<file path="config.mk">
export PLATFORM = sky130hd
export DESIGN_NAME = fsk_ook_modem_datapath
export DESIGN_NICKNAME = d
export VERILOG_FILES = /design/src/shared/modem_pkg.sv /design/src/hdl/fsk_ook_modem_datapath.sv
export SDC_FILE = /design/constraint.sdc
export NUM_CORES = 1
export LEC_CHECK = 0
export ABC_AREA = 1
export ABC_CLOCK_PERIOD_IN_PS = 12500
export BUFFER_PORTS_ARGS = -buffer_cell sky130_fd_sc_hd__buf_4
export CORE_AREA = 2 2 143 200
export DETAILED_ROUTE_END_ITERATION = 8
export DIE_AREA = 0 0 145 202
export HOLD_SLACK_MARGIN = 0.12
export PLACE_DENSITY = 0.79
export REMOVE_ABC_BUFFERS = 1
export SLEW_MARGIN = 10
export SYNTH_ARGS = -nofsm -noshare
export SYNTH_HDL_FRONTEND = slang
export SYNTH_SLANG_ARGS = --single-unit
</file>
<file path="constraint.sdc">
create_clock -name ref_clk_i -period 12.5 [get_ports ref_clk_i]
set_clock_uncertainty 0.1 [all_clocks]
set_input_delay 2.5 -clock ref_clk_i [delete_from_list [all_inputs] [get_ports ref_clk_i]]
set_output_delay 2.5 -clock ref_clk_i [all_outputs]
set_load 0.01 [all_outputs]
</file>
<file path="src/shared/modem_pkg.sv">
package modem_pkg;
    // ---------------------------------------------
    // register map (byte addresses)
    // ---------------------------------------------
    localparam logic [7:0] ADDR_CTRL  = 8'h00;
    localparam logic [7:0] ADDR_FDEV  = 8'h04;
    localparam logic [7:0] ADDR_BR_HI = 8'h08;
    localparam logic [7:0] ADDR_BR_LO = 8'h0C;
    localparam logic [7:0] ADDR_OOK   = 8'h10;
    localparam logic [7:0] ADDR_FLOOR = 8'h14;
    localparam logic [7:0] ADDR_STAT  = 8'h18;
    localparam logic [7:0] ADDR_FEI   = 8'h1C;
    // ---------------------------------------------
    // reset values and constants
    // ---------------------------------------------
    localparam logic [7:0]  CTRL_RST  = 8'h00;
    localparam logic [13:0] FDEV_RST  = 14'h0052;
    localparam logic [7:0]  BR_HI_RST = 8'h1A;
    localparam logic [7:0]  BR_LO_RST = 8'h0B;
    localparam logic [7:0]  OOK_RST   = 8'h25;
    localparam logic [7:0]  FLOOR_RST = 8'h0C;
    localparam logic [8:0]  PEAK_DROP = 9'h00C;   // 6 dB in half-dB rssi units
    localparam logic [1:0]  RAMP_LAST = 2'h3;     // pa ramp step every 4 cycles
    localparam logic [1:0]  FEI_LAST  = 2'h3;     // 4 bit periods per measurement
    localparam logic [7:0]  PA_FULL   = 8'hFF;
    localparam logic [1:0]  SHAPE_NONE = 2'h0;
    localparam logic [1:0]  SHAPE_BT1  = 2'h1;
    localparam logic [1:0]  SHAPE_BT05 = 2'h2;
    // ---------------------------------------------
    // types
    // ---------------------------------------------
    typedef struct packed {
        logic       launch;
        logic       rx_en;
        logic       tx_en;
        logic       sync_bypass;
        logic       continuous;
        logic [1:0] shaping;
        logic       ook;
    } ctrl_t;
    typedef struct packed {
        logic [2:0] period;
        logic [2:0] step;
        logic [1:0] thr_type;
    } ook_cfg_t;
    typedef enum logic [1:0] {THR_FIXED = 2'h0, THR_PEAK = 2'h1, THR_AVG = 2'h2} thr_t;
    typedef enum logic {FEI_IDLE = 1'b0, FEI_RUN = 1'b1} fei_state_t;
endpackage
</file>
<file path="src/hdl/fsk_ook_modem_datapath.sv">
// Operation
// - fsk deviation equals step times 14-bit field
// - ook keys power amplifier on and off
// - gaussian filter bt 0.5 or 1
// - bit clock pulses once per transmitted bit; the code pulses it only with gaussian shaping in continuous mode
// - ook shaping ramps amplifier level gradually
// - fsk demodulator output feeds bit synchronizer
// - ook bit decided by rssi against threshold
// - peak mode threshold is peak minus 6dB
// - peak decays one step per decay period
// - peak threshold never drops below floor; the code clamps the peak to floor plus 6dB only at decay ticks
// - fixed uses floor, average uses running mean
// - synchronizer drives bit clock, can be bypassed
// - synchronizer forced on in packet mode
// - frequency error stored as two's complement
// - frequency error completes within 4 bits
// - result scaled in synthesizer frequency steps
//
// Decided for this implementation: the register offsets and register access over Wishbone.
module fsk_ook_modem_datapath
    import modem_pkg::*;
(
    input  wire logic        ref_clk_i,
    input  wire logic        resetn_i,
    input  wire logic        wb_cyc_i,
    input  wire logic        wb_stb_i,
    input  wire logic        wb_we_i,
    input  wire logic [7:0]  wb_adr_i,
    input  wire logic [3:0]  wb_sel_i,
    input  wire logic [31:0] wb_dat_i,
    output logic      [31:0] wb_dat_o,
    output logic             wb_ack_o,
    input  wire logic        tx_data_i,
    input  wire logic [7:0]  rssi_i,
    input  wire logic        fsk_bit_i,
    input  wire logic [15:0] freq_offset_i,
    output logic      [15:0] pll_frac_offset_o,
    output logic      [7:0]  pa_level_o,
    output logic             recovered_bit_clock_o,
    output logic             rx_data_o
);
    // ---------------------------------------------
    // register file and wishbone slave
    // ---------------------------------------------
    ctrl_t       ctrl_q, ctrl_d;
    ook_cfg_t    ook_q, ook_d;
    logic [13:0] fdev_q, fdev_d;
    logic [7:0]  br_hi_q, br_hi_d, br_lo_q, br_lo_d, floor_q, floor_d;
    logic        ack_q, ack_d;
    logic [31:0] rdat_q, rdat_d;
    logic        wr, fei_go;
    logic [7:0]  thr_q, peak_q, avg_q, pa_q;
    logic        ook_bit_q, done_q, rxd_q;
    logic [15:0] result_q;
    fei_state_t  fei_q;

    // decode, byte-lane writes at the acknowledging edge, read mux
    always_comb
    begin
        ctrl_d  = ctrl_q;
        ctrl_d.launch = 1'b0;
        fdev_d  = fdev_q;
        br_hi_d = br_hi_q;
        br_lo_d = br_lo_q;
        ook_d   = ook_q;
        floor_d = floor_q;
        wr      = wb_cyc_i && wb_stb_i && wb_we_i && ack_q;
        ack_d   = wb_cyc_i && wb_stb_i && !ack_q;
        fei_go  = wr && wb_adr_i == ADDR_CTRL && wb_sel_i[0] && wb_dat_i[7] && ctrl_q.rx_en;
        if (wr && wb_sel_i[0])
        begin
            case (wb_adr_i)
                ADDR_CTRL:  ctrl_d  = ctrl_t'({1'b0, wb_dat_i[6:0]});
                ADDR_FDEV:  fdev_d[7:0] = wb_dat_i[7:0];
                ADDR_BR_HI: br_hi_d = wb_dat_i[7:0];
                ADDR_BR_LO: br_lo_d = wb_dat_i[7:0];
                ADDR_OOK:   ook_d   = ook_cfg_t'(wb_dat_i[7:0]);
                ADDR_FLOOR: floor_d = wb_dat_i[7:0];
                default:    ;
            endcase
        end
        if (wr && wb_sel_i[1] && wb_adr_i == ADDR_FDEV)
            fdev_d[13:8] = wb_dat_i[13:8];
        case (wb_adr_i)
            ADDR_CTRL:  rdat_d = {24'h000000, ctrl_q};
            ADDR_FDEV:  rdat_d = {18'h00000, fdev_q};
            ADDR_BR_HI: rdat_d = {24'h000000, br_hi_q};
            ADDR_BR_LO: rdat_d = {24'h000000, br_lo_q};
            ADDR_OOK:   rdat_d = {24'h000000, ook_q};
            ADDR_FLOOR: rdat_d = {24'h000000, floor_q};
            ADDR_STAT:  rdat_d = {16'h0000, thr_q, 4'h0, ook_bit_q, rxd_q, fei_q, done_q};
            ADDR_FEI:   rdat_d = {16'h0000, result_q};
            default:    rdat_d = 32'h00000000;
        endcase
    end

    always_ff @(posedge ref_clk_i or negedge resetn_i)
    begin
        if (!resetn_i)
        begin
            ctrl_q  <= ctrl_t'(CTRL_RST);
            fdev_q  <= FDEV_RST;
            br_hi_q <= BR_HI_RST;
            br_lo_q <= BR_LO_RST;
            ook_q   <= ook_cfg_t'(OOK_RST);
            floor_q <= FLOOR_RST;
            ack_q   <= 1'b0;
            rdat_q  <= 32'h00000000;
        end
        else
        begin
            ctrl_q  <= ctrl_d;
            fdev_q  <= fdev_d;
            br_hi_q <= br_hi_d;
            br_lo_q <= br_lo_d;
            ook_q   <= ook_d;
            floor_q <= floor_d;
            ack_q   <= ack_d;
            rdat_q  <= rdat_d;
        end
    end
    assign wb_ack_o = ack_q;
    assign wb_dat_o = rdat_q;

    // ---------------------------------------------
    // bit timing and transmit path
    // ---------------------------------------------
    logic [15:0] br, half, br_cnt_q, br_cnt_d;
    logic        bit_tick, sync1_q, sync2_q, gauss, tx_clk_q, tx_clk_d;
    logic [2:0]  hist_q, hist_d;
    logic signed [4:0]  we_, wc, acc;
    logic signed [19:0] prod;
    logic [15:0] dev_q, dev_d;
    logic [1:0]  ramp_q, ramp_d;
    logic [7:0]  pa_d, pa_tgt;

    // bit period from the divider, deviation and pa level
    always_comb
    begin
        br       = ({br_hi_q, br_lo_q} == 16'h0000) ? 16'h0001 : {br_hi_q, br_lo_q};
        half     = {1'b0, br[15:1]};
        bit_tick = br_cnt_q >= br - 16'h0001;
        br_cnt_d = bit_tick ? 16'h0000 : br_cnt_q + 16'h0001;
        gauss    = !ctrl_q.ook && ctrl_q.shaping != SHAPE_NONE;
        tx_clk_d = ctrl_q.tx_en && gauss && ctrl_q.continuous && br_cnt_q < half;
        hist_d   = (bit_tick && ctrl_q.tx_en) ? {hist_q[1:0], sync2_q} : hist_q;
        we_      = (ctrl_q.shaping == SHAPE_BT1) ? 5'sh01 : 5'sh02;
        wc       = (ctrl_q.shaping == SHAPE_BT1) ? 5'sh06 : 5'sh04;
        acc      = (hist_q[2] ? we_ : -we_) + (hist_q[1] ? wc : -wc) + (hist_q[0] ? we_ : -we_);
        prod     = $signed({1'b0, fdev_q}) * acc;
        if (!ctrl_q.tx_en || ctrl_q.ook)
            dev_d = 16'h0000;
        else if (gauss)
            dev_d = prod[18:3];
        else
            dev_d = sync2_q ? {2'b00, fdev_q} : 16'h0000 - {2'b00, fdev_q};
        pa_tgt = (ctrl_q.tx_en && ctrl_q.ook && sync2_q) ? PA_FULL : 8'h00;
        ramp_d = ramp_q + 2'h1;
        pa_d   = pa_q;
        if (ctrl_q.shaping == SHAPE_NONE)
            pa_d = pa_tgt;
        else if (ramp_q == RAMP_LAST && pa_q != pa_tgt)
            pa_d = (pa_q < pa_tgt) ? pa_q + 8'h01 : pa_q - 8'h01;
    end

    always_ff @(posedge ref_clk_i or negedge resetn_i)
    begin
        if (!resetn_i)
        begin
            br_cnt_q <= 16'h0000;
            sync1_q  <= 1'b0;
            sync2_q  <= 1'b0;
            tx_clk_q <= 1'b0;
            hist_q   <= 3'h0;
            dev_q    <= 16'h0000;
            ramp_q   <= 2'h0;
            pa_q     <= 8'h00;
        end
        else
        begin
            br_cnt_q <= br_cnt_d;
            sync1_q  <= tx_data_i;
            sync2_q  <= sync1_q;
            tx_clk_q <= tx_clk_d;
            hist_q   <= hist_d;
            dev_q    <= dev_d;
            ramp_q   <= ramp_d;
            pa_q     <= pa_d;
        end
    end
    assign pll_frac_offset_o = dev_q;
    assign pa_level_o        = pa_q;

    // ---------------------------------------------
    // ook threshold and demodulator
    // ---------------------------------------------
    logic [2:0]  dec_cnt_q, dec_cnt_d;
    logic [7:0]  thr_d, peak_d, avg_d;
    logic [8:0]  peak_min, peak_dec;
    logic signed [9:0] diff;
    logic [9:0]  avg_sum;
    logic        dec_tick, ook_bit_d;

    // peak tracking with decay and floor, running average, compare
    always_comb
    begin
        peak_min  = {1'b0, floor_q} + PEAK_DROP;
        peak_dec  = {1'b0, peak_q} - {6'h00, ook_q.step};
        dec_tick  = bit_tick && dec_cnt_q == ook_q.period;
        dec_cnt_d = bit_tick ? (dec_tick ? 3'h0 : dec_cnt_q + 3'h1) : dec_cnt_q;
        peak_d    = peak_q;
        if (rssi_i > peak_q)
            peak_d = rssi_i;
        else if (dec_tick && !ook_bit_q)
            peak_d = (peak_dec[8] || peak_dec < peak_min) ? peak_min[7:0] : peak_dec[7:0];
        if (peak_min[8])
            peak_d = PA_FULL;
        diff    = $signed({2'b00, rssi_i}) - $signed({2'b00, avg_q});
        avg_sum = {2'b00, avg_q} + 10'(diff >>> 3);
        avg_d   = avg_sum[7:0];
        case (thr_t'(ook_q.thr_type))
            THR_PEAK:  thr_d = peak_q - PEAK_DROP[7:0];
            THR_AVG:   thr_d = avg_q;
            default:   thr_d = floor_q;
        endcase
        ook_bit_d = rssi_i > thr_q;
    end

    always_ff @(posedge ref_clk_i or negedge resetn_i)
    begin
        if (!resetn_i)
        begin
            dec_cnt_q <= 3'h0;
            peak_q    <= 8'h00;
            avg_q     <= 8'h00;
            thr_q     <= 8'h00;
            ook_bit_q <= 1'b0;
        end
        else
        begin
            dec_cnt_q <= dec_cnt_d;
            peak_q    <= peak_d;
            avg_q     <= avg_d;
            thr_q     <= thr_d;
            ook_bit_q <= ook_bit_d;
        end
    end

    // ---------------------------------------------
    // bit synchronizer and receive outputs
    // ---------------------------------------------
    logic [15:0] sy_cnt_q, sy_cnt_d;
    logic        raw, raw_q, sy_dat_q, sy_dat_d, sync_on, rxd_d, bclk_q, bclk_d;

    // phase restarts on each data edge, sample at mid bit
    always_comb
    begin
        raw      = ctrl_q.ook ? ook_bit_q : fsk_bit_i;
        sync_on  = !ctrl_q.continuous || !ctrl_q.sync_bypass;
        if (raw != raw_q || sy_cnt_q >= br - 16'h0001)
            sy_cnt_d = 16'h0000;
        else
            sy_cnt_d = sy_cnt_q + 16'h0001;
        sy_dat_d = (sy_cnt_q == half) ? raw : sy_dat_q;
        rxd_d    = ctrl_q.rx_en && (sync_on ? sy_dat_q : raw);
        if (ctrl_q.tx_en)
            bclk_d = tx_clk_q;
        else
            bclk_d = ctrl_q.rx_en && ctrl_q.continuous && sync_on && sy_cnt_q < half;
    end

    always_ff @(posedge ref_clk_i or negedge resetn_i)
    begin
        if (!resetn_i)
        begin
            sy_cnt_q <= 16'h0000;
            raw_q    <= 1'b0;
            sy_dat_q <= 1'b0;
            rxd_q    <= 1'b0;
            bclk_q   <= 1'b0;
        end
        else
        begin
            sy_cnt_q <= sy_cnt_d;
            raw_q    <= raw;
            sy_dat_q <= sy_dat_d;
            rxd_q    <= rxd_d;
            bclk_q   <= bclk_d;
        end
    end
    assign rx_data_o             = rxd_q;
    assign recovered_bit_clock_o = bclk_q;

    // ---------------------------------------------
    // frequency error measurement
    // ---------------------------------------------
    fei_state_t  fei_d;
    logic [1:0]  fbits_q, fbits_d;
    logic signed [17:0] sum_q, sum_d, sum_nx;
    logic [15:0] result_d;
    logic        done_d, fei_last;

    // four per-bit samples averaged; launch ignored while running
    always_comb
    begin
        fei_d    = fei_q;
        fbits_d  = fbits_q;
        sum_d    = sum_q;
        result_d = result_q;
        done_d   = done_q;
        sum_nx   = sum_q + 18'(signed'(freq_offset_i));
        fei_last = fei_q == FEI_RUN && bit_tick && fbits_q == FEI_LAST;
        case (fei_q)
            FEI_IDLE:
                if (fei_go)
                begin
                    fei_d   = FEI_RUN;
                    fbits_d = 2'h0;
                    sum_d   = 18'sh00000;
                    done_d  = 1'b0;
                end
            FEI_RUN:
                if (bit_tick)
                begin
                    sum_d   = sum_nx;
                    fbits_d = fbits_q + 2'h1;
                    if (fei_last)
                    begin
                        result_d = sum_nx[17:2];
                        done_d   = 1'b1;
                        fei_d    = FEI_IDLE;
                    end
                end
            default: fei_d = FEI_IDLE;
        endcase
    end

    always_ff @(posedge ref_clk_i or negedge resetn_i)
    begin
        if (!resetn_i)
        begin
            fei_q    <= FEI_IDLE;
            fbits_q  <= 2'h0;
            sum_q    <= 18'sh00000;
            result_q <= 16'h0000;
            done_q   <= 1'b0;
        end
        else
        begin
            fei_q    <= fei_d;
            fbits_q  <= fbits_d;
            sum_q    <= sum_d;
            result_q <= result_d;
            done_q   <= done_d;
        end
    end
endmodule

</file>
==> flow_metrics.py <==
metrics = {
    "clock_network": {
        "cts_resized": 0,
        "htree_levels": 1,
        "postCtsSetupBuffers": 0,
        "cts_sinks": 204,
        "root_buffer": "clkbuf_16",
        "clock_latency_ns": 0.53,
        "clock_path_buffers": 3,
        "cts-hold-fix-buffers": 0,
        "tritoncts": "yes",
        "numCtsBuffers": 21,
        "clk_pin_slew_ns": 0.07,
    },
    "sta": {
        "setup_viol": 0,
        "fmax_mhz": 167,
        "slew_headroom_pct": 25.0,
        "rsz0062_at_grt": "no",
        "tns_ns": 0,
        "fin_crit_ns": 5.98,
        "hold_violations": 0,
        "drv_slew": 0,
        "worst_pin_slew_ns": 1.12,
        "finalCritPeriodShare_pct": 47.8,
        "worst_slack_ns": 6.52,
    },
    "synthesis": {
        "synth_top_cell_by_area": "dfrtp_1",
        "synth_most_common_cell": "nand2_1",
        "yosysWarningCount": 0,
        "synth-main-ff-cell": "dfrtp_1",
        "ys_seq_area_share_pct": 31.4,
        "synth.area.top_cells": "dfrtp_1 29%, ha_1 14%, nand2_1 12%, inv_1 7.2%, fa_1 5.5%",
        "ys_ff_latch": 204,
        "async_flop_share_pct": 100,
        "synth_commonest_cells": "500 x nand2_1, 314 x inv_1, 195 x nor2_1",
        "avgSynthCellArea_um2": 7.65,
        "syn-instance-count": 2130,
        "synth_cell_types": 58,
        "syn-cell-area_mm2": 0.0163,
        "synth-edff-count": 0,
        "synth_top_area_share_pct": 29.2,
    },
    "grt": {
        "grt_pass1_vias": 15108,
        "grt_antenna_before_repair": 0,
        "grt_overflow": 0,
        "grtUsageTotal_pct": 30.3,
        "grt_max_degree": 78,
        "grt_pass1_wl_um": 72700,
    },
    "power": {
        "p_int_mw": 1.43,
        "p_leak_nw": 9.51,
        "pwr-share-seq_pct": 33.2,
        "sw_frac_of_total_pct": 36.7,
        "p_switching_mw": 0.828,
        "comb_power_share_pct": 35.4,
        "p_per_area_mw_per_mm2": 125,
        "ir_drop_mv": 0.216,
        "clkPwrFrac_pct": 31.4,
    },
    "route": {
        "drtIter0Drc": 1054,
        "firstDrtPassIters": 5,
        "postRouteAntennaNets": 0,
        "vias": 14750,
        "wire_per_inst_um": 16.7,
        "vias_per_cell": 5.64,
        "route.detailed.drc": 0,
        "routed_wl_um": 43600,
    },
    "floorplanning": {
        "start_util_pct": 59.3,
        "die_w_um": 145,
        "die_h_um": 202,
        "num_rows": 72,
        "io_pins": 134,
        "design.die.area_mm2": 0.0293,
        "design.core.area_mm2": 0.0275,
    },
    "place": {
        "post-place-ws_ns": 6.56,
        "gp_congestion": 0.971,
        "io_buffers": 97,
        "hpwl_um": 34000,
    },
    "worst_setup_path": {
        "cpMostUsedCell": "nand2_1",
        "critical_path.max_stage_delay_ns": 0.55,
        "endpoint_kind": "flip-flop",
        "startpoint": "ctrl_q[2]$_DFFE_PN0P_",
        "cpMaxStageDelayCell": "fa_1",
        "path_class": "flip-flop to flip-flop",
        "startpoint_type": "flip-flop",
        "reg2reg_from": "ctrl_q[2]$_DFFE_PN0P_",
        "worstPathRequired_ns": 12.81,
        "crit_fanout": 13,
        "arrival_ns": 6.29,
    },
    "final_layout": {
        "nets": 2535,
        "n_antenna_cell": 0,
        "utilization_pct": 65.8,
        "drive_above_1_share_pct": 8.55,
        "syn_to_final_growth_pct": 11.0,
    },
    "flow_run": {
        "cap_violations": 0,
    },
    "hold_path": {
        "min_from": "sync1_q$_DFF_PN0_",
        "hold_path.class": "flip-flop to flip-flop",
    },
    "status": {
        "status": "finished clean",
    },
}
[layout by cell type (no fill, tap or decap), types with 4 or more instances in the layout]
cell type / n
nand2_1: 500
inv_1: 314
nor2_1: 195
dfrtp_1: 190
ha_1: 183
a21oi_1: 129
nand3_1: 125
o21ai_0: 121
buf_4: 100
xor2_1: 59
fa_1: 45
nor3_1: 30
conb_1: 29
nand4_1: 28
clkbuf_16: 21
o22ai_1: 15
dfstp_2: 14
xnor2_1: 11
o211ai_1: 10
o21a_1: 8
nand3b_1: 7
nand2_2: 7
nor3_2: 6
o21bai_1: 6
mux2_2: 6
a22oi_1: 5
o221ai_1: 5
inv_2: 5
nor4_1: 5
bufinv_16: 5
nor3b_1: 4
a21boi_0: 4
a21o_1: 4
clkinvlp_4: 4
[routing by layer]
metal	track usage, %	wire, um
met1	36.6	17100
met2	54.1	21900
met3	3.63	2730
met4	14.1	1900
met5	0	0
[state kept, by name, indices dropped and copies added, names as in the netlist, 3 cells and up]
register,flops
sum_q,18
br_cnt_q,16
pll_frac_offset_o,16
result_q,16
sy_cnt_q,16
wb_dat_o,16
fdev_q,14
avg_q,8
br_hi_q,8
br_lo_q,8
floor_q,8
ook_q,8
pa_level_o,8
peak_q,8
thr_q,8
ctrl_q,7
dec_cnt_q,3
hist_q,3
[area by class of cell]
| class | count | area (um2) |
|---|---|---|
| Multi-Input combinational cell | 1584 | 9770 |
| Fill cell | 2356 | 9390 |
| Sequential cell | 204 | 5120 |
| Inverter | 320 | 1200 |
| Timing Repair Buffer | 101 | 764 |
| Clock buffer | 24 | 557 |
| Tap cell | 370 | 463 |
| Clock inverter | 13 | 210 |
[final timing paths]
kind                                                   end  slack (ns)  cells past startpoint
setup / recovery           pll_frac_offset_o[10]$_DFF_PN0_        6.52                     28
max in group asynchronous         dec_cnt_q[2]$_DFFE_PN0N_        8.15                      3
hold / removal                           sync2_q$_DFF_PN0_        0.26                      0
hold reg to reg                          sync2_q$_DFF_PN0_        0.26                      0
min in group asynchronous           fbits_q[1]$_DFFE_PN0P_        1.85                      1
setup reg to reg           pll_frac_offset_o[10]$_DFF_PN0_        6.52                     28
[logic make-up (layout without fill, tap and decap cells)]
family / count (synthesis) / count (layout) / share of synthesized area [%]
buffers and inverters: 369 / 458 / 9.23
xor gates and xnor gates: 70 / 70 / 3.76
DFF: 204 / 204 / 31.4
adders and majority gates: 228 / 228 / 19.6
muxes: 6 / 6 / 0.415
AOI/OAI and AO/OA: 325 / 325 / 11.1
and+or+nand+nor: 926 / 926 / 24.4
other: 2 / 29 / 0.0461
[metrics by stage]
stage                     cell area, um2  instances  total power, mW  hold slack, ns
after detailed placement           17300       2579             1.55           0.240
after global routing               18100       2616             2.43           0.269
final                              18100       2616             2.26           0.259
after CTS                          18100       2616             2.26           0.259
after global placement             17300       2579             1.52           0.240
after floorplan                    16100       2108             1.36           0.231
[critical path, delay by kind of cell, from the launching register on]
| kind | cells | cell delay, ns |
|---|---|---|
| and+or+nand+nor | 14 | 1.66 |
| adders and majority gates | 7 | 3.00 |
| DFF | 1 | 0.42 |
| AOI/OAI and AO/OA | 1 | 0.10 |
| buffers and inverters | 6 | 0.58 |
[power by group through the flow]
stage | logic [mW] | registers [mW] | clock network, mW
floorplan | 0.612 | 0.744 | 0
global placement | 0.764 | 0.759 | 0
detailed placement | 0.791 | 0.760 | 0
CTS | 0.798 | 0.748 | 0.716
global route | 0.930 | 0.754 | 0.747
finish | 0.799 | 0.750 | 0.710
No activity file was read; power rests on OpenSTA's default activity.
